**src/shared/panel_timing_pkg.sv**
```systemverilog
package panel_timing_pkg;

  // Register byte offsets.
  localparam logic [11:0] OFFSET_TIMING_FIRST  = 12'h400;
  localparam logic [11:0] OFFSET_TIMING_SECOND = 12'h404;
  localparam logic [11:0] OFFSET_STATUS        = 12'h408;

  // Reset values and writable bits; bit 28 of the second register is reserved.
  localparam logic [31:0] RESET_TIMING_FIRST  = 32'h0000_0000;
  localparam logic [31:0] RESET_TIMING_SECOND = 32'h0000_0000;
  localparam logic [31:0] WRITE_MASK_SECOND   = 32'hefff_ffff;

  // Second timing register fields.
  localparam int BIT_MEM_RATIO     = 31;
  localparam int BIT_BYPASS        = 30;
  localparam int BIT_STROBE_POL    = 29;
  localparam int BIT_SHIFT_RETRACE = 27;
  localparam int BIT_LINE_SEL      = 26;
  localparam int BIT_STROBE_SEL    = 25;
  localparam int BIT_FRAME_SEL     = 24;
  localparam int BIT_VERTICAL_SYNC_OUT_POLARITY     = 23;
  localparam int BIT_HORIZONTAL_SYNC_OUT_POLARITY     = 22;
  localparam int TYPE_HI           = 21;
  localparam int TYPE_LO           = 20;
  localparam int BIT_MONO          = 19;
  localparam int FORMAT_HI         = 18;
  localparam int FORMAT_LO         = 16;

  // First timing register fields.
  localparam int BIT_IN_VERTICAL_SYNC_OUT_POLARITY = 30;
  localparam int LEAD_HI          = 7;
  localparam int LEAD_LO          = 5;
  localparam int TRAIL_HI         = 4;
  localparam int TRAIL_LO         = 0;

  // Status register fields.
  localparam int STATUS_OVERFLOW_BIT = 0;
  localparam int STATUS_LEVEL_LO     = 8;

  // Panel type codes.
  localparam logic [1:0] PANEL_STN = 2'h0;
  localparam logic [1:0] PANEL_TFT = 2'h1;

  // Pixel and sample word layout.
  localparam int PIXEL_WIDTH  = 18;
  localparam int CHAN_W       = 6;
  localparam int SAMPLE_WIDTH = PIXEL_WIDTH + 3;
  localparam int SAMPLE_DE    = 20;
  localparam int SAMPLE_HS    = 19;
  localparam int SAMPLE_VS    = 18;

  // Buffer depth and the skipped phase of the two-thirds memory clock.
  localparam int         FIFO_DEPTH_DEFAULT = 32;
  localparam logic [1:0] RATIO_SKIP_PHASE   = 2'h2;
  localparam logic [5:0] HPOS_IDLE          = 6'h3f;

  // Register bus slave states.
  typedef enum logic [1:0]
  {
    BUS_IDLE = 2'b01,
    BUS_READ = 2'b10
  } bus_state_t;

endpackage
```
**src/hw/panel_output_timing_control.sv**
```systemverilog
module panel_output_timing_control
  import panel_timing_pkg::*;
#(
  parameter int FIFO_DEPTH = FIFO_DEPTH_DEFAULT
)
(
  // Bus clock and reset.
  input  wire logic                   hclk,
  input  wire logic                   hresetn,
  // AHB-Lite slave.
  input  wire logic                   hsel,
  input  wire logic [31:0]            haddr,
  input  wire logic [1:0]             htrans,
  input  wire logic                   hwrite,
  input  wire logic [2:0]             hsize,
  input  wire logic [31:0]            hwdata,
  input  wire logic                   hready,
  output logic [31:0]                 hrdata,
  output logic                        hreadyout,
  output logic                        hresp,
  // Incoming pixel stream.
  input  wire logic                   pixel_clock,
  input  wire logic                   incoming_horizontal_sync,
  input  wire logic                   incoming_vertical_sync,
  input  wire logic                   incoming_data_enable,
  input  wire logic [PIXEL_WIDTH-1:0] incoming_pixel,
  // Panel side.
  output logic                        memory_clock_strobe,
  output logic                        panel_shift_clock,
  output logic                        display_data_strobe,
  output logic                        line_pin_out,
  output logic                        frame_pin_out,
  output logic [PIXEL_WIDTH-1:0]      panel_data,
  output logic                        capture_ready
);

  localparam int LW = $clog2(FIFO_DEPTH) + 1;

  logic [SAMPLE_WIDTH:0]   link_meta;
  logic [SAMPLE_WIDTH:0]   link_sync;
  logic                    pixel_clock_prev;
  logic                    pix_level;
  logic                    pix_rise;
  logic [31:0]             timing_first;
  logic [31:0]             timing_second;
  logic                    overflow;
  logic [1:0]              ratio_count;
  logic                    fill_ready;
  logic                    drain_valid;
  logic [SAMPLE_WIDTH-1:0] drain_data;
  logic [LW-1:0]           fifo_level;
  logic                    pop;
  logic                    w_de;
  logic                    w_hs;
  logic                    w_vs;
  logic [PIXEL_WIDTH-1:0]  w_pix;
  logic [CHAN_W-1:0]       w_green;
  logic                    vs_mod;
  logic                    hs_prev;
  logic                    hs_edge;
  logic [5:0]              hs_pos;
  logic [5:0]              next_pos;
  logic [5:0]              lead_pos;
  logic                    gen_h;
  logic                    out_de;
  logic                    shift_gate;
  bus_state_t              bus_state;
  logic [11:0]             bus_addr;
  logic                    wr_pending;
  logic                    addr_phase;
  logic [31:0]             read_word;
  logic                    status_clear;
  logic                    mem_ratio;
  logic                    bypass;
  logic                    strobe_pol;
  logic                    retrace;
  logic                    line_sel;
  logic                    frame_sel;
  logic                    vertical_sync_out_polarity;
  logic                    horizontal_sync_out_polarity;
  logic                    is_tft;
  logic                    mono;
  logic                    in_vertical_sync_out_polarity;
  logic [2:0]              lead_sel;
  logic [4:0]              trail;

  // Control fields decoded from the two timing registers.
  assign mem_ratio    = timing_second[BIT_MEM_RATIO];
  assign bypass       = timing_second[BIT_BYPASS];
  assign strobe_pol   = timing_second[BIT_STROBE_POL];
  assign retrace      = timing_second[BIT_SHIFT_RETRACE];
  assign line_sel     = timing_second[BIT_LINE_SEL];
  assign frame_sel    = timing_second[BIT_FRAME_SEL];
  assign vertical_sync_out_polarity    = timing_second[BIT_VERTICAL_SYNC_OUT_POLARITY];
  assign horizontal_sync_out_polarity    = timing_second[BIT_HORIZONTAL_SYNC_OUT_POLARITY];
  assign is_tft       = (timing_second[TYPE_HI:TYPE_LO] == PANEL_TFT);
  assign mono         = timing_second[BIT_MONO];
  assign in_vertical_sync_out_polarity = timing_first[BIT_IN_VERTICAL_SYNC_OUT_POLARITY];
  assign lead_sel     = timing_first[LEAD_HI:LEAD_LO];
  assign trail        = timing_first[TRAIL_HI:TRAIL_LO];

  // Every link pin passes two flops; edges are found only on the second stage.
  always_ff @(posedge hclk or negedge hresetn)
  begin
    if (!hresetn)
    begin
      link_meta        <= '0;
      link_sync        <= '0;
      pixel_clock_prev <= 1'b0;
    end
    else
    begin
      link_meta        <= {pixel_clock, incoming_data_enable, incoming_horizontal_sync,
                           incoming_vertical_sync, incoming_pixel};
      link_sync        <= link_meta;
      pixel_clock_prev <= link_sync[SAMPLE_WIDTH];
    end
  end

  assign pix_level = link_sync[SAMPLE_WIDTH];
  assign pix_rise  = pix_level & !pixel_clock_prev;

  // Memory clock strobe: every pixel edge, or two of every three.
  always_ff @(posedge hclk or negedge hresetn)
  begin
    if (!hresetn)
    begin
      ratio_count         <= 2'h0;
      memory_clock_strobe <= 1'b0;
    end
    else
    begin
      memory_clock_strobe <= pix_rise & (!mem_ratio | (ratio_count != RATIO_SKIP_PHASE));
      if (pix_rise)
        ratio_count <= (ratio_count == RATIO_SKIP_PHASE) ? 2'h0 : ratio_count + 2'h1;
    end
  end

  // The buffer drains on memory clock strobes, so at two-thirds rate it fills.
  sample_fifo #(
    .WIDTH (SAMPLE_WIDTH),
    .DEPTH (FIFO_DEPTH)
  ) u_fifo (
    .clk       (hclk),
    .rst_n     (hresetn),
    .in_valid  (pix_rise),
    .in_ready  (fill_ready),
    .in_data   (link_sync[SAMPLE_WIDTH-1:0]),
    .out_valid (drain_valid),
    .out_ready (memory_clock_strobe),
    .out_data  (drain_data),
    .level     (fifo_level)
  );

  assign pop     = drain_valid & memory_clock_strobe;
  assign w_de    = drain_data[SAMPLE_DE];
  assign w_hs    = drain_data[SAMPLE_HS];
  assign w_vs    = drain_data[SAMPLE_VS];
  assign w_pix   = drain_data[PIXEL_WIDTH-1:0];
  assign w_green = w_pix[CHAN_W +: CHAN_W];
  assign vs_mod  = w_vs ^ in_vertical_sync_out_polarity;

  // Horizontal pulse placed by leading and trailing positions, counted in pixels.
  assign hs_edge  = w_hs & !hs_prev;
  assign next_pos = hs_edge ? 6'h00 : ((hs_pos == HPOS_IDLE) ? hs_pos : hs_pos + 6'h01);
  assign lead_pos = (lead_sel == 3'h0) ? 6'h00 : {3'h0, lead_sel} + 6'h01;
  assign gen_h    = (next_pos >= lead_pos) && (next_pos < {1'b0, trail});

  // Position counter idles saturated so no pulse appears before the first edge.
  always_ff @(posedge hclk or negedge hresetn)
  begin
    if (!hresetn)
    begin
      hs_prev <= 1'b0;
      hs_pos  <= HPOS_IDLE;
    end
    else if (pop)
    begin
      hs_prev <= w_hs;
      hs_pos  <= next_pos;
    end
  end

  // Panel timing and data outputs, updated once per drained pixel.
  always_ff @(posedge hclk or negedge hresetn)
  begin
    if (!hresetn)
    begin
      line_pin_out        <= 1'b0;
      frame_pin_out       <= 1'b0;
      display_data_strobe <= 1'b1;
      panel_data          <= '0;
      out_de              <= 1'b0;
    end
    else if (pop)
    begin
      out_de <= w_de;
      if (bypass)
      begin
        line_pin_out        <= w_hs;
        frame_pin_out       <= w_vs;
        display_data_strobe <= w_de;
        panel_data          <= w_pix;
      end
      else
      begin
        line_pin_out        <= line_sel ? (gen_h ^ (is_tft & horizontal_sync_out_polarity)) : gen_h;
        frame_pin_out       <= frame_sel ? (vs_mod ^ (is_tft & vertical_sync_out_polarity)) : vs_mod;
        display_data_strobe <= strobe_pol ? w_de : !w_de;
        panel_data          <= mono ? {w_green, w_green, w_green} : w_pix;
      end
    end
  end

  // Shift clock follows the pixel clock; retrace gating applies to TFT only.
  assign shift_gate = bypass | (is_tft & retrace) | out_de;

  always_ff @(posedge hclk or negedge hresetn)
  begin
    if (!hresetn)
    begin
      panel_shift_clock <= 1'b0;
      capture_ready     <= 1'b0;
    end
    else
    begin
      panel_shift_clock <= shift_gate & pix_level;
      capture_ready     <= fill_ready;
    end
  end

  // Register bus: writes take no wait state, reads take one so the data is fresh.
  assign addr_phase = hsel & htrans[1] & hready;

  always_ff @(posedge hclk or negedge hresetn)
  begin
    if (!hresetn)
    begin
      bus_state  <= BUS_IDLE;
      bus_addr   <= 12'h000;
      wr_pending <= 1'b0;
      hreadyout  <= 1'b1;
      hrdata     <= 32'h0000_0000;
      hresp      <= 1'b0;
    end
    else
    begin
      hresp      <= 1'b0;
      wr_pending <= addr_phase & hwrite;
      if (addr_phase)
        bus_addr <= haddr[11:0];
      case (bus_state)
        BUS_IDLE:
        begin
          if (addr_phase && !hwrite)
          begin
            bus_state <= BUS_READ;
            hreadyout <= 1'b0;
          end
        end
        BUS_READ:
        begin
          hrdata    <= read_word;
          hreadyout <= 1'b1;
          bus_state <= BUS_IDLE;
        end
        default:
        begin
          bus_state <= BUS_IDLE;
          hreadyout <= 1'b1;
        end
      endcase
    end
  end

  // Register storage; the reserved bit never stores.
  always_ff @(posedge hclk or negedge hresetn)
  begin
    if (!hresetn)
    begin
      timing_first  <= RESET_TIMING_FIRST;
      timing_second <= RESET_TIMING_SECOND;
    end
    else if (wr_pending)
    begin
      if (bus_addr == OFFSET_TIMING_FIRST)
        timing_first <= hwdata;
      if (bus_addr == OFFSET_TIMING_SECOND)
        timing_second <= hwdata & WRITE_MASK_SECOND;
    end
  end

  // Overflow is sticky; a new overflow in the clearing cycle wins.
  assign status_clear = wr_pending && (bus_addr == OFFSET_STATUS)
                        && hwdata[STATUS_OVERFLOW_BIT];

  always_ff @(posedge hclk or negedge hresetn)
  begin
    if (!hresetn)
      overflow <= 1'b0;
    else
      overflow <= (pix_rise & !fill_ready) | (overflow & !status_clear);
  end

  // Read multiplexer; unmapped addresses read as zero.
  always_comb
  begin
    read_word = 32'h0000_0000;
    case (bus_addr)
      OFFSET_TIMING_FIRST:  read_word = timing_first;
      OFFSET_TIMING_SECOND: read_word = timing_second;
      OFFSET_STATUS:
      begin
        read_word[STATUS_OVERFLOW_BIT]        = overflow;
        read_word[STATUS_LEVEL_LO +: LW]      = fifo_level;
      end
      default:              read_word = 32'h0000_0000;
    endcase
  end
endmodule

```
**src/hw/sample_fifo.sv**
```systemverilog
module sample_fifo #(
  parameter int WIDTH = 8,
  parameter int DEPTH = 32,
  localparam int AW   = $clog2(DEPTH)
)
(
  // Clock and reset.
  input  wire logic             clk,
  input  wire logic             rst_n,
  // Filling side.
  input  wire logic             in_valid,
  output logic                  in_ready,
  input  wire logic [WIDTH-1:0] in_data,
  // Draining side.
  output logic                  out_valid,
  input  wire logic             out_ready,
  output logic [WIDTH-1:0]      out_data,
  // Words held in storage.
  output logic [AW:0]           level
);

  logic [WIDTH-1:0] mem [DEPTH];
  logic [AW-1:0]    wr_ptr;
  logic [AW-1:0]    rd_ptr;
  logic [AW:0]      count;
  logic             push;
  logic             load;

  // Storage accepts only while not full, so the source sees honest back-pressure.
  assign in_ready = (count != (AW+1)'(DEPTH));
  assign push     = in_valid & in_ready;
  assign load     = (count != '0) & (!out_valid | out_ready);
  assign level    = count;

  // Storage array has no reset; only written entries are ever read.
  always_ff @(posedge clk)
  begin
    if (push)
      mem[wr_ptr] <= in_data;
  end

  // Pointers and occupancy.
  always_ff @(posedge clk or negedge rst_n)
  begin
    if (!rst_n)
    begin
      wr_ptr <= '0;
      rd_ptr <= '0;
      count  <= '0;
    end
    else
    begin
      if (push)
        wr_ptr <= (wr_ptr == AW'(DEPTH - 1)) ? '0 : wr_ptr + 1'b1;
      if (load)
        rd_ptr <= (rd_ptr == AW'(DEPTH - 1)) ? '0 : rd_ptr + 1'b1;
      count <= count + (AW+1)'(push) - (AW+1)'(load);
    end
  end

  // Read data come out of a register, refilled whenever the head is taken and storage holds a word.
  always_ff @(posedge clk or negedge rst_n)
  begin
    if (!rst_n)
    begin
      out_valid <= 1'b0;
      out_data  <= '0;
    end
    else if (load)
    begin
      out_valid <= 1'b1;
      out_data  <= mem[rd_ptr];
    end
    else if (out_ready)
      out_valid <= 1'b0;
  end

endmodule

```
**config.mk**
```make
export PLATFORM = sky130hd
export DESIGN_NAME = panel_output_timing_control
export DESIGN_NICKNAME = d
export VERILOG_FILES = /design/src/shared/panel_timing_pkg.sv /design/src/hw/panel_output_timing_control.sv /design/src/hw/sample_fifo.sv
export SDC_FILE = /design/constraint.sdc
export NUM_CORES = 1
export LEC_CHECK = 0
export ABC_AREA = 1
export BUFFER_PORTS_ARGS = -buffer_cell sky130_fd_sc_hd__buf_2
export CAP_MARGIN = 40
export CORE_UTILIZATION = 25
export DETAILED_ROUTE_END_ITERATION = 6
export PLACE_DENSITY = 0.39
export SYNTH_ARGS = -nofsm -noshare
export SYNTH_HDL_FRONTEND = slang
export SYNTH_SLANG_ARGS = --single-unit
```
**constraint.sdc**
```tcl
create_clock -name hclk -period 4.35 [get_ports hclk]
set_input_delay 1.0875 -clock hclk [delete_from_list [all_inputs] [get_ports hclk]]
set_output_delay 1.0875 -clock hclk [all_outputs]
set_load 0.02 [all_outputs]
```
==> summary.txt, run 1 <==
Setup path
  • Setup CP Type: reg -> reg
  • FF-to-FF setup slack: 1290 ps
  • RR Endpoint: u_fifo.mem[20][20]$_DFFE_PP_
  • CP required: 4710 ps
  • Startpoint Class: register
  • Crit path from: u_fifo.level[2]$_DFF_PN0_
  • Register-to-Register Path Depth: 8
  • CP Max Fanout: 14
  • FF-to-FF Start: u_fifo.level[2]$_DFF_PN0_
  • CP Capture Type: register
  • Worst EP arrival: 3420 ps

Route
  • Initial DRC Count: 1730
  • Drt total wl: 108600 um
  • Vias: 22672
  • DR vias/cell: 4.613
  • Number of antenna-violating nets in the routed design: 0
  • Drt pass-1 iters: 5
  • Routed len/inst: 22.10 um
  • Drt drc: 0

Cells and area
  • Reg area: 0.02591 mm2
  • Layout Nets: 3071
  • Area of the multi-input gates: 0.008342 mm2
  • Fillers: 14252
  • Non-Filler Instances: 4915
  • Share of cells above drive strength 1: 14.89%
  • Area Overhead vs Synth: 19.46%

Placed design
  • Hpwl dp: 62510 um
  • Pre-CTS setup slack: 1234 ps
  • Placed Cells: 4715
  • RePlAce Congestion: 0.7422
  • I/O Buffers: 128

Floorplanning
  • Die area: 0.1432 mm2
  • Die height: 378.4 um
  • IO Count: 154
  • Initial core utilization: 25.29%
  • Std-Cell Rows: 137
  • Core area: 0.1400 mm2
  • Die W: 378.4 um

STA
  • Fin crit share: 70.40%
  • Crit path time final: 3062 ps
  • RSZ-0062 raised after global routing: false
  • Setup TNS: 0 ps
  • Fmax: 326.5 MHz
  • Setup ws final: 1288 ps
  • Worst Tran Pin Value: 793.4 ps
  • Worst Skew: 24.28 ps
  • Slew HR: 47.10%
  • Final hold vios: 0
  • Setup violators final: 0
  • Hold WS: 345.0 ps
  • Pins Over Slew Limit: 0

Clock network
  • Clock Root Buffer: clkbuf_16
  • # Post-CTS Setup Buffers: 0
  • Longest Clk Path Bufs: 3
  • Htree depth: 3
  • CTS tree: yes
  • Worst-Skew Late Latency: 700 ps
  • Clock buffer count from CTS: 106
  • Resize count post-CTS: 0
  • Clock transition at the registers of the reported paths: 60 ps
  • Sink Count: 900
  • Hold buffer count at cts: 0

Yosys
  • Async set or reset register ratio after synthesis: 25.33%
  • Largest family of logic cells by synthesized area: compound AO/OA/AOI/OAI gates
  • Synthesized-area fraction occupied by adder cells: 1.010%
  • Cell Area, Synth: 0.03541 mm2
  • Syn avg cell area: 12.70 um2
  • Compound-Gate Fraction of Synth Area: 12.88%
  • Synth Net Count: 2912
  • Post-Syn Instances: 2788
  • Yosys reg bits: 900
  • Library cells used by synthesis: 44
  • Simple-gate share of the synthesized area: 8.836%
  • Post-synthesis mux area share: 0.3180%
  • Most common flop cell mapped by yosys: edfxtp_1
  • Seq/Total Area, Yosys: 73.12%
  • Xor and xnor area share after synthesis: 0.2226%
  • Yosys warns: 0
  • Post-synth EDFFs: 672

Pwr
  • Leakage: 0.01513 uW
  • VDD IR max: 0.3169 mV
  • Power per cell area: 621.3 mW/mm2

Global route
  • Largest net degree at the start of global routing: 112
  • Via count of the first global-routing pass: 22305
  • Initial antenna violation count: 10
  • Met3 GRT Util: 2.775%
  • GRT Overall Usage: 15.14%
  • GRT Residual Overflow: 0
  • Grt met2 use: 24.43%
  • Grt peak-use layer: met2
  • First-pass GRT wire length: 158100 um
  • Met1 global-route usage: 20.67%

Worst hold path
  • Worst Hold Path EP: link_sync[9]$_DFF_PN0_
  • WHS Path Cells: 0
  • Worst hold-check path type: reg -> reg
  • Hold path startpoint: link_meta[9]$_DFF_PN0_

Status
  • Status: finished, final reports clean

Job
  • Max Cap Violations: 0
[worst max-delay path by stage]
stage	endpoint	slack [ps]	depth (start not counted)
floorplan	u_fifo.mem[11][0]$_DFFE_PP_	1870	7
global placement	u_fifo.mem[27][12]$_DFFE_PP_	1260	8
detailed placement	u_fifo.mem[20][19]$_DFFE_PP_	1230	8
CTS	u_fifo.mem[20][20]$_DFFE_PP_	1210	8
global route	u_fifo.mem[27][6]$_DFFE_PP_	1020	8
finish	u_fifo.mem[20][20]$_DFFE_PP_	1290	8
[metal layers]
layer,vias to the layer above,routed length (um),part of all wire [%]
met5,-,27,0.025
met4,4,2949,2.7
met3,158,4843,4.5
met2,521,50270,46
met1,11421,50550,47
li1,10568,-,-
[through the flow]
step | total power (uW) | utilization, % | cell area (um2)
after floorplan | 14890 | - | 35410
after global placement | 17900 | 27.55 | 38580
after detailed placement | 17960 | 27.82 | 38960
after CTS | 26720 | 30.20 | 42300
after global routing | 27750 | 30.21 | 42300
final | 26280 | 30.21 | 42300
[cell type report]
cell class,instances,area share (%)
clock inverters,60,1.230
clock buffers,137,6.664
well taps,1876,5.548
diodes,3,0.01775
multi-input cells,1596,19.72
repair buffers,231,4.543
flip-flops and latches,900,61.24
inverters,112,1.038
[worst max-delay path: stages (launching register included)]
cell,delay (ps)
dfrtp_1,340
inv_1,80
ha_1,210
nand4_1,200
nand2_1,230
clkinv_1,290
nand2_1,380
nor2_2,560
buf_4,400
[cells by family (layout without fill, tap and decap cells)]
logic type	count (synthesis)	in the layout
xor gates and xnor gates	9	9
and+or+nand+nor	783	783
DFF	900	900
AOI/OAI and AO/OA	765	765
other	1	4
adders and majority gates	28	28
buffers and inverters	292	540
muxes	10	10
[sequential cells by signal (all words and copies together), names as in the netlist, 18 cells and up]
| register | count |
|---|---|
| link_sync | 22 |
| panel_data | 18 |
| u_fifo.out_data | 21 |
| hrdata | 32 |
| timing_first | 32 |
| timing_second | 31 |
| link_meta | 22 |
| u_fifo.mem | 672 |
[cell usage after synthesis (4+ instances only)]
cell type,count,area share (%)
nand2_1,200,2.1
o21ai_1,138,2.0
a221oi_1,24,0.59
inv_1,104,1.1
clkbuf_1,100,1.1
nand3_1,90,1.3
dfstp_2,8,0.59
buf_2,55,0.78
edfxtp_1,672,57
mux2_2,10,0.32
buf_6,10,0.32
a21oi_1,23,0.33
o211ai_1,100,2.1
nor2_1,473,5.0
buf_1,6,0.064
o22ai_1,90,1.6
ha_1,27,0.95
nand4_1,5,0.088
o221ai_1,69,1.7
buf_4,8,0.17
dfrtp_1,220,16
nor3_1,4,0.057
a31oi_1,15,0.26
xor2_1,8,0.20
o21ai_0,305,4.3
[placed cells by master, fill, tap and decap left out, types with 4 or more instances in the layout]
| cell | n |
|---|---|
| dfrtp_1 | 216 |
| clkbuf_1 | 26 |
| inv_1 | 104 |
| dfstp_2 | 8 |
| nor3_1 | 4 |
| clkinv_2 | 22 |
| clkbuf_8 | 5 |
| nand3_1 | 90 |
| clkbuf_16 | 106 |
| buf_4 | 71 |
| nor2_1 | 440 |
| xor2_1 | 8 |
| o211ai_1 | 100 |
| edfxtp_1 | 672 |
| buf_2 | 127 |
| ha_1 | 27 |
| buf_16 | 13 |
| bufinv_16 | 7 |
| a31oi_1 | 15 |
| a21oi_1 | 23 |
| mux2_2 | 10 |
| a221oi_1 | 24 |
| nand4_1 | 5 |
| inv_6 | 5 |
| o22ai_1 | 90 |
| o221ai_1 | 69 |
| o21ai_0 | 305 |
| nand2_1 | 200 |
| clkinvlp_4 | 4 |
| buf_12 | 19 |
| clkinv_1 | 21 |
| o21ai_1 | 138 |
| nor2_2 | 31 |
| clkinv_8 | 4 |
[where the power goes]
| group | internal [uW] | switching, uW |
|---|---|---|
| logic | 2190 | 5200 |
| registers | 9830 | 420 |
| clock network | 4980 | 3660 |
No activity file was read; power rests on OpenSTA's default activity.
==> inputs of run 2 (changes only) <==
==> constraint.sdc (replaced) <==
create_clock -name hclk -period 3.2 [get_ports hclk]
set_input_delay 0.8 -clock hclk [delete_from_list [all_inputs] [get_ports hclk]]
set_output_delay 0.8 -clock hclk [all_outputs]
set_load 0.02 [all_outputs]
==> run 2 against run 1 <==
- first-iteration DRC count shrank 12%
- critical path type unchanged
- clock power grew 42%
- flip-flop and latch count is the same
- global-route usage shrank 0.11 points
==> summary.txt, run 2 (synthesis gave the netlist of run 1 again) <==
Cells and area
  • Area of the multi-input gates: 0.008342 mm2
  • Post-layout util: 30.75%
  • Final instance area: 0.04307 mm2
  • Most frequent cells in the layout: edfxtp_1, nor2_1, o21ai_0, dfrtp_1, nand2_1
  • Reg area: 0.02591 mm2
  • Reg with most FFs: u_fifo.mem
  • Layout Nets: 3100
  • Largest regs: u_fifo.mem (672), hrdata (32), timing_first (32)
  • Largest register FFs: 672
  • Share of cells above drive strength 1: 15.62%
  • Most common cell after layout, fill and taps aside: edfxtp_1
  • Area Overhead vs Synth: 21.62%
  • Fillers: 14118

Floorplanning
  • IO Count: 154
  • Die height: 378.4 um
  • Std-Cell Rows: 137
  • Core area: 0.1400 mm2
  • Die W: 378.4 um
  • Die area: 0.1432 mm2
  • Initial core utilization: 25.29%

Route
  • Initial DRC Count: 1522
  • Highest Signal Layer: met5
  • Vias: 22647
  • Routed len/inst: 21.76 um
  • Wire length on met1: 50810 um
  • Met2 wire len: 50390 um
  • Wire length on met3: 3921 um
  • DR vias/cell: 4.581
  • Drt pass-1 iters: 5
  • Drt total wl: 107600 um
  • Number of antenna-violating nets in the routed design: 0
  • Drt drc: 0

Setup path
  • Startpoint Class: register
  • Worst EP arrival: 3110 ps
  • RR Endpoint: u_fifo.mem[15][6]$_DFFE_PP_
  • FF-to-FF setup slack: 440 ps
  • CP Max Fanout: 13
  • Register-to-Register Path Depth: 9
  • Setup CP Type: reg -> reg
  • CP Capture Type: register
  • Max incr delay on CP: 410 ps
  • FF-to-FF Start: u_fifo.level[2]$_DFF_PN0_
  • Most frequent cell on the critical path: buf_4
  • Crit path to: u_fifo.mem[15][6]$_DFFE_PP_
  • Critical path's slowest cell: buf_4
  • CP cell instances: inv_1 > ha_1 > nand4_1 > nand2_1 > buf_4 > nor2_1 > clkinv_1 > nor2_2 > buf_4
  • Crit path from: u_fifo.level[2]$_DFF_PN0_
  • CP required: 3550 ps

STA
  • Crit path time final: 2765 ps
  • Worst Skew: 42.32 ps
  • Setup ws final: 435.2 ps
  • Pins Over Slew Limit: 0
  • Worst Tran Pin Value: 803.9 ps
  • Fin crit share: 86.40%
  • Final hold vios: 0
  • Fmax: 361.7 MHz
  • Slew HR: 46.25%
  • RSZ-0062 raised after global routing: false
  • Setup violators final: 0
  • Setup TNS: 0 ps

Clock network
  • Clock Root Buffer: clkbuf_16
  • Worst-Skew Late Latency: 720 ps
  • Hold buffer count at cts: 1
  • CTS tree: yes
  • # Post-CTS Setup Buffers: 0
  • Clock transition at the registers of the reported paths: 60 ps
  • Clock buffer count from CTS: 103
  • Sink Count: 900
  • Longest Clk Path Bufs: 3
  • Htree depth: 3
  • Resize count post-CTS: 0

Job
  • Max Cap Violations: 0

Pwr
  • VDD IR max: 0.6059 mV
  • Leakage: 0.01548 uW
  • Power per cell area: 841.2 mW/mm2

Global route
  • Via count of the first global-routing pass: 22406
  • First-pass GRT wire length: 157800 um
  • GRT Overall Usage: 15.03%
  • Initial antenna violation count: 1
  • GRT Residual Overflow: 0
  • Largest net degree at the start of global routing: 117

Status
  • Status: finished, final reports clean

Placed design
  • Hpwl dp: 64230 um
  • RePlAce Congestion: 0.7468
  • I/O Buffers: 128
  • Pre-CTS setup slack: 424.3 ps
  • Cell Area, Placed: 0.03950 mm2

Worst hold path
  • Worst hold-check path type: in -> reg
  • WHS Path Cells: 1
-- run 2: power breakdown --
| group | leakage, uW | switching [uW] | total, uW | internal (uW) |
|---|---|---|---|---|
| clock network | 0.00172 | 4960 | 12300 | 7340 |
| logic | 0.00517 | 6980 | 10100 | 3090 |
| registers | 0.00859 | 503 | 13900 | 13400 |
-- run 2: cell type report --
type                            count  share of cell area, %
Multi-Input combinational cell   1596                  19.37
Inverter                          112                  1.020
Tap cell                         1876                  5.450
Clock inverter                     50                  1.476
Timing Repair Buffer              263                  5.752
Sequential cell                   900                  60.15
Antenna cell                        2                0.01162
Clock buffer                      145                  6.772
-- run 2: worst min-delay path by stage --
stage / end / from
floorplan: link_sync[0]$_DFF_PN0_ / link_meta[0]$_DFF_PN0_
CTS: link_meta[18]$_DFF_PN0_ / incoming_vertical_sync
finish: link_meta[18]$_DFF_PN0_ / incoming_vertical_sync
global route: link_meta[18]$_DFF_PN0_ / incoming_vertical_sync
global placement: link_sync[19]$_DFF_PN0_ / link_meta[19]$_DFF_PN0_
detailed placement: link_sync[17]$_DFF_PN0_ / link_meta[17]$_DFF_PN0_
-- run 2: per-layer routing --
| metal | track usage, % | vias to the layer above |
|---|---|---|
| li1 | - | 10635 |
| met1 | 20.69 | 11439 |
| met2 | 24.41 | 426 |
| met3 | 2.453 | 145 |
| met4 | 3.911 | 2 |
| met5 | 0 | - |
-- run 2: critical path: cells and delay by family, from the launching register on --
kind	cells	cell delay (ps)
and+or+nand+nor	4	730
adders and majority gates	1	220
DFF	1	350
buffers and inverters	4	1080
-- run 2: per-stage QoR --
step,power [uW],hold slack (ps),instances
floorplan,20240,331.2,2788
global placement,24310,332.3,4722
detailed placement,24390,335.6,4746
CTS,36890,109.5,4942
global route,38230,130.7,4942
finish,36230,178.3,4944
==> inputs of run 3 (changes only) <==
--- a/config.mk
+++ b/config.mk
@@ -13,4 +13,5 @@
 export PLACE_DENSITY = 0.39
 export SYNTH_ARGS = -nofsm -noshare
 export SYNTH_HDL_FRONTEND = slang
+export SYNTH_HIERARCHICAL = 1
 export SYNTH_SLANG_ARGS = --single-unit
==> run 3 against run 2 <==
- clock power is 6% lower
- combinational power about the same
- first-iteration DRC count down 3.2%
- critical endpoint is now u_fifo/mem[0][14]$_DFFE_PP_
- setup slack gained 160 ps
- count of clock-buffer cells in the layout rose by 24
- largest cell class unchanged
- final area rose by 5.8%
- hold slack lost 120 ps
- non-clock buffer count grew 11
==> summary.txt, run 3 <==
Floorplanning
  • Die W: 393.8 um
  • IO Count: 154
  • Initial core utilization: 25.23%
  • Std-Cell Rows: 143
  • Core area: 0.1521 mm2
  • Die area: 0.1550 mm2
  • Die height: 393.8 um

Yosys
  • Library cells used by synthesis: 49
  • Yosys reg bits: 900
  • Synth Net Count: 3749
  • Yosys warns: 6
  • Compound-Gate Fraction of Synth Area: 2.915%
  • Main area contributors after synthesis: edfxtp_1, dfrtp_1, nand2_1
  • Post-synth EDFFs: 672
  • Synthesized-area fraction occupied by adder cells: 0.9326%
  • Syn avg cell area: 10.58 um2
  • Post-synthesis mux area share: 0.3033%
  • Post-synth top cells: nand2_1, edfxtp_1, nand3_1, inv_1, dfrtp_1
  • Async set or reset register ratio after synthesis: 25.33%
  • Top-count cell post-synth: nand2_1
  • Cell Area, Synth: 0.03837 mm2
  • Largest family of logic cells by synthesized area: simple AND/OR/NAND/NOR gates
  • Area leader, netlist: edfxtp_1
  • Post-Syn Instances: 3625
  • Most common flop cell mapped by yosys: edfxtp_1
  • Seq/Total Area, Yosys: 67.49%
  • Top cell type's share of synthesized area: 52.59%
  • Xor and xnor area share after synthesis: 0.2054%
  • Simple-gate share of the synthesized area: 20.08%

Route
  • Drt drc: 0
  • Number of antenna-violating nets in the routed design: 0
  • DR vias/cell: 4.233
  • Drt total wl: 113800 um
  • Drt pass-1 iters: 5
  • Vias: 25150
  • Initial DRC Count: 1474
  • Routed len/inst: 19.15 um

Clock network
  • CTS tree: yes
  • Clock transition at the registers of the reported paths: 60 ps
  • Resize count post-CTS: 0
  • Htree depth: 3
  • Sink Count: 900
  • Clock buffer count from CTS: 105
  • Hold buffer count at cts: 0
  • Longest Clk Path Bufs: 3
  • # Post-CTS Setup Buffers: 0
  • Clock Root Buffer: clkbuf_16
  • Worst-Skew Late Latency: 710 ps

STA
  • RSZ-0062 raised after global routing: false
  • Final hold vios: 0
  • Crit path time final: 2601 ps
  • Setup TNS: 0 ps
  • Pins Over Slew Limit: 0
  • Worst Skew: 28.47 ps
  • Worst Tran Pin Value: 793.6 ps
  • Hold WS: 61.31 ps
  • Fin crit share: 81.29%
  • Setup violators final: 0
  • Fmax: 384.4 MHz
  • Slew HR: 46.95%

Global route
  • Largest net degree at the start of global routing: 151
  • First-pass GRT wire length: 169100 um
  • Via count of the first global-routing pass: 24847
  • GRT Overall Usage: 14.63%
  • Initial antenna violation count: 4
  • GRT Residual Overflow: 0

Cells and area
  • Layout Nets: 3946
  • Post-layout util: 29.96%
  • Largest register FFs: 672
  • Reg with most FFs: u_fifo/mem
  • Most common cell after layout, fill and taps aside: nand2_1
  • Most frequent cells in the layout: nand2_1, edfxtp_1, nand3_1, inv_1, dfrtp_1
  • Area of the multi-input gates: 0.009613 mm2
  • Share of cells above drive strength 1: 13.94%
  • Non-Filler Instances: 5942
  • Reg area: 0.02591 mm2
  • Fillers: 15825
  • Final instance area: 0.04557 mm2
  • Largest regs: u_fifo/mem (672), hrdata (32), timing_first (32)
  • Area Overhead vs Synth: 18.76%

Placed design
  • I/O Buffers: 128
  • RePlAce Congestion: 0.7479
  • Hpwl dp: 69120 um
  • Placed Cells: 5745
  • Cell Area, Placed: 0.04227 mm2

Pwr
  • VDD IR max: 0.5205 mV
  • Internal: 23220 uW
  • Psw: 12680 uW
  • Power per cell area: 787.7 mW/mm2
  • Sequential group share of total power: 38.7%
  • Sw Ratio: 35.31%
  • Gate power share: 29.0%
  • Clock power frac: 32.3%
  • Leakage: 0.01929 uW

Setup path
  • CP required: 3600 ps
  • Register-to-Register Path Depth: 9
  • Worst EP arrival: 3000 ps
  • CP Max Fanout: 12
  • Critical path's slowest cell: dfrtp_1
  • Setup CP Type: reg -> reg
  • CP Capture Type: register
  • RR Endpoint: u_fifo/mem[0][14]$_DFFE_PP_
  • Max incr delay on CP: 380 ps
  • FF-to-FF Start: u_fifo/level[2]$_DFF_PN0_
  • CP cell instances: inv_1 > ha_1 > nand4_1 > nand2_1 > inv_1 > nand2_1 > buf_4 > nor2_4 > buf_4
  • FF-to-FF setup slack: 600 ps
  • Startpoint Class: register

Worst hold path
  • Worst hold-check path type: in -> async

Job
  • Max Cap Violations: 0

Status
  • Status: finished, final reports clean
-- run 3: changes by cell type after synthesis, sizes merged, moves of 68 or more --
cell / delta
or2: +106
o22ai: -89
nand2: +726
o221ai: -68
o21ai: -331
nor2: -408
inv: +450
nand3: +538
o211ai: -79
-- run 3: power by group through the flow --
| stage | registers, uW | clock network, uW | logic (uW) |
|---|---|---|---|
| 4_1_cts | 13900 | 12000 | 10700 |
| 3_5_place_dp | 14100 | 0 | 10700 |
| 5_1_grt | 14000 | 12400 | 11700 |
| 3_3_place_gp | 14200 | 0 | 10600 |
| 2_1_floorplan | 14000 | 0 | 6700 |
| 6_report | 13900 | 11600 | 10400 |
-- run 3: cell type report --
type,instances,area share [%]
Inverter,560,4.649
Sequential cell,900,56.85
Timing Repair Buffer,274,4.580
Tap cell,2030,5.574
Antenna cell,2,0.01098
Clock inverter,26,0.4558
Multi-Input combinational cell,1981,21.10
Clock buffer,169,6.782
-- run 3: kinds of logic after synthesis --
group | count (synthesis)
AOI/OAI and AO/OA | 187
muxes | 10
and+or+nand+nor | 1746
xor gates and xnor gates | 9
adders and majority gates | 28
other | 1
DFF | 900
buffers and inverters | 744
-- run 3: through the flow --
stage	power (uW)	setup slack, ps
2_1_floorplan	20700	432.5
3_3_place_gp	24740	494.8
3_5_place_dp	24780	462.1
4_1_cts	36570	434.0
5_1_grt	38020	407.9
6_report	35900	598.6
-- run 3: worst max path at each step --
stage	start	end	slack (ps)	cells after the start
finish	u_fifo/level[2]$_DFF_PN0_	u_fifo/mem[0][14]$_DFFE_PP_	600	9
global placement	u_fifo/level[2]$_DFF_PN0_	u_fifo/mem[0][17]$_DFFE_PP_	490	9
floorplan	u_fifo/level[2]$_DFF_PN0_	u_fifo/mem[7][0]$_DFFE_PP_	430	5
CTS	link_sync[21]$_DFF_PN0_	u_fifo/mem[0][14]$_DFFE_PP_	430	8
global route	u_fifo/level[2]$_DFF_PN0_	u_fifo/level[4]$_DFF_PN0_	410	12
detailed placement	link_sync[21]$_DFF_PN0_	u_fifo/mem[0][1]$_DFFE_PP_	460	8
-- run 3: critical path: cells and delay by family, from the launching register on --
kind,cells,cell delay (ps)
adders and majority gates,1,200
buffers and inverters,4,860
DFF,1,380
and+or+nand+nor,4,830
-- run 3: layer usage --
metal	routed length (um)	GRT usage, %	vias to the layer above	share of wire (%)
li1	-	-	12298	-
met1	54600	20.38	12257	48
met2	52370	23.44	430	46
met3	4300	2.476	165	3.8
met4	2509	3.773	0	2.2
met5	0	0	-	0
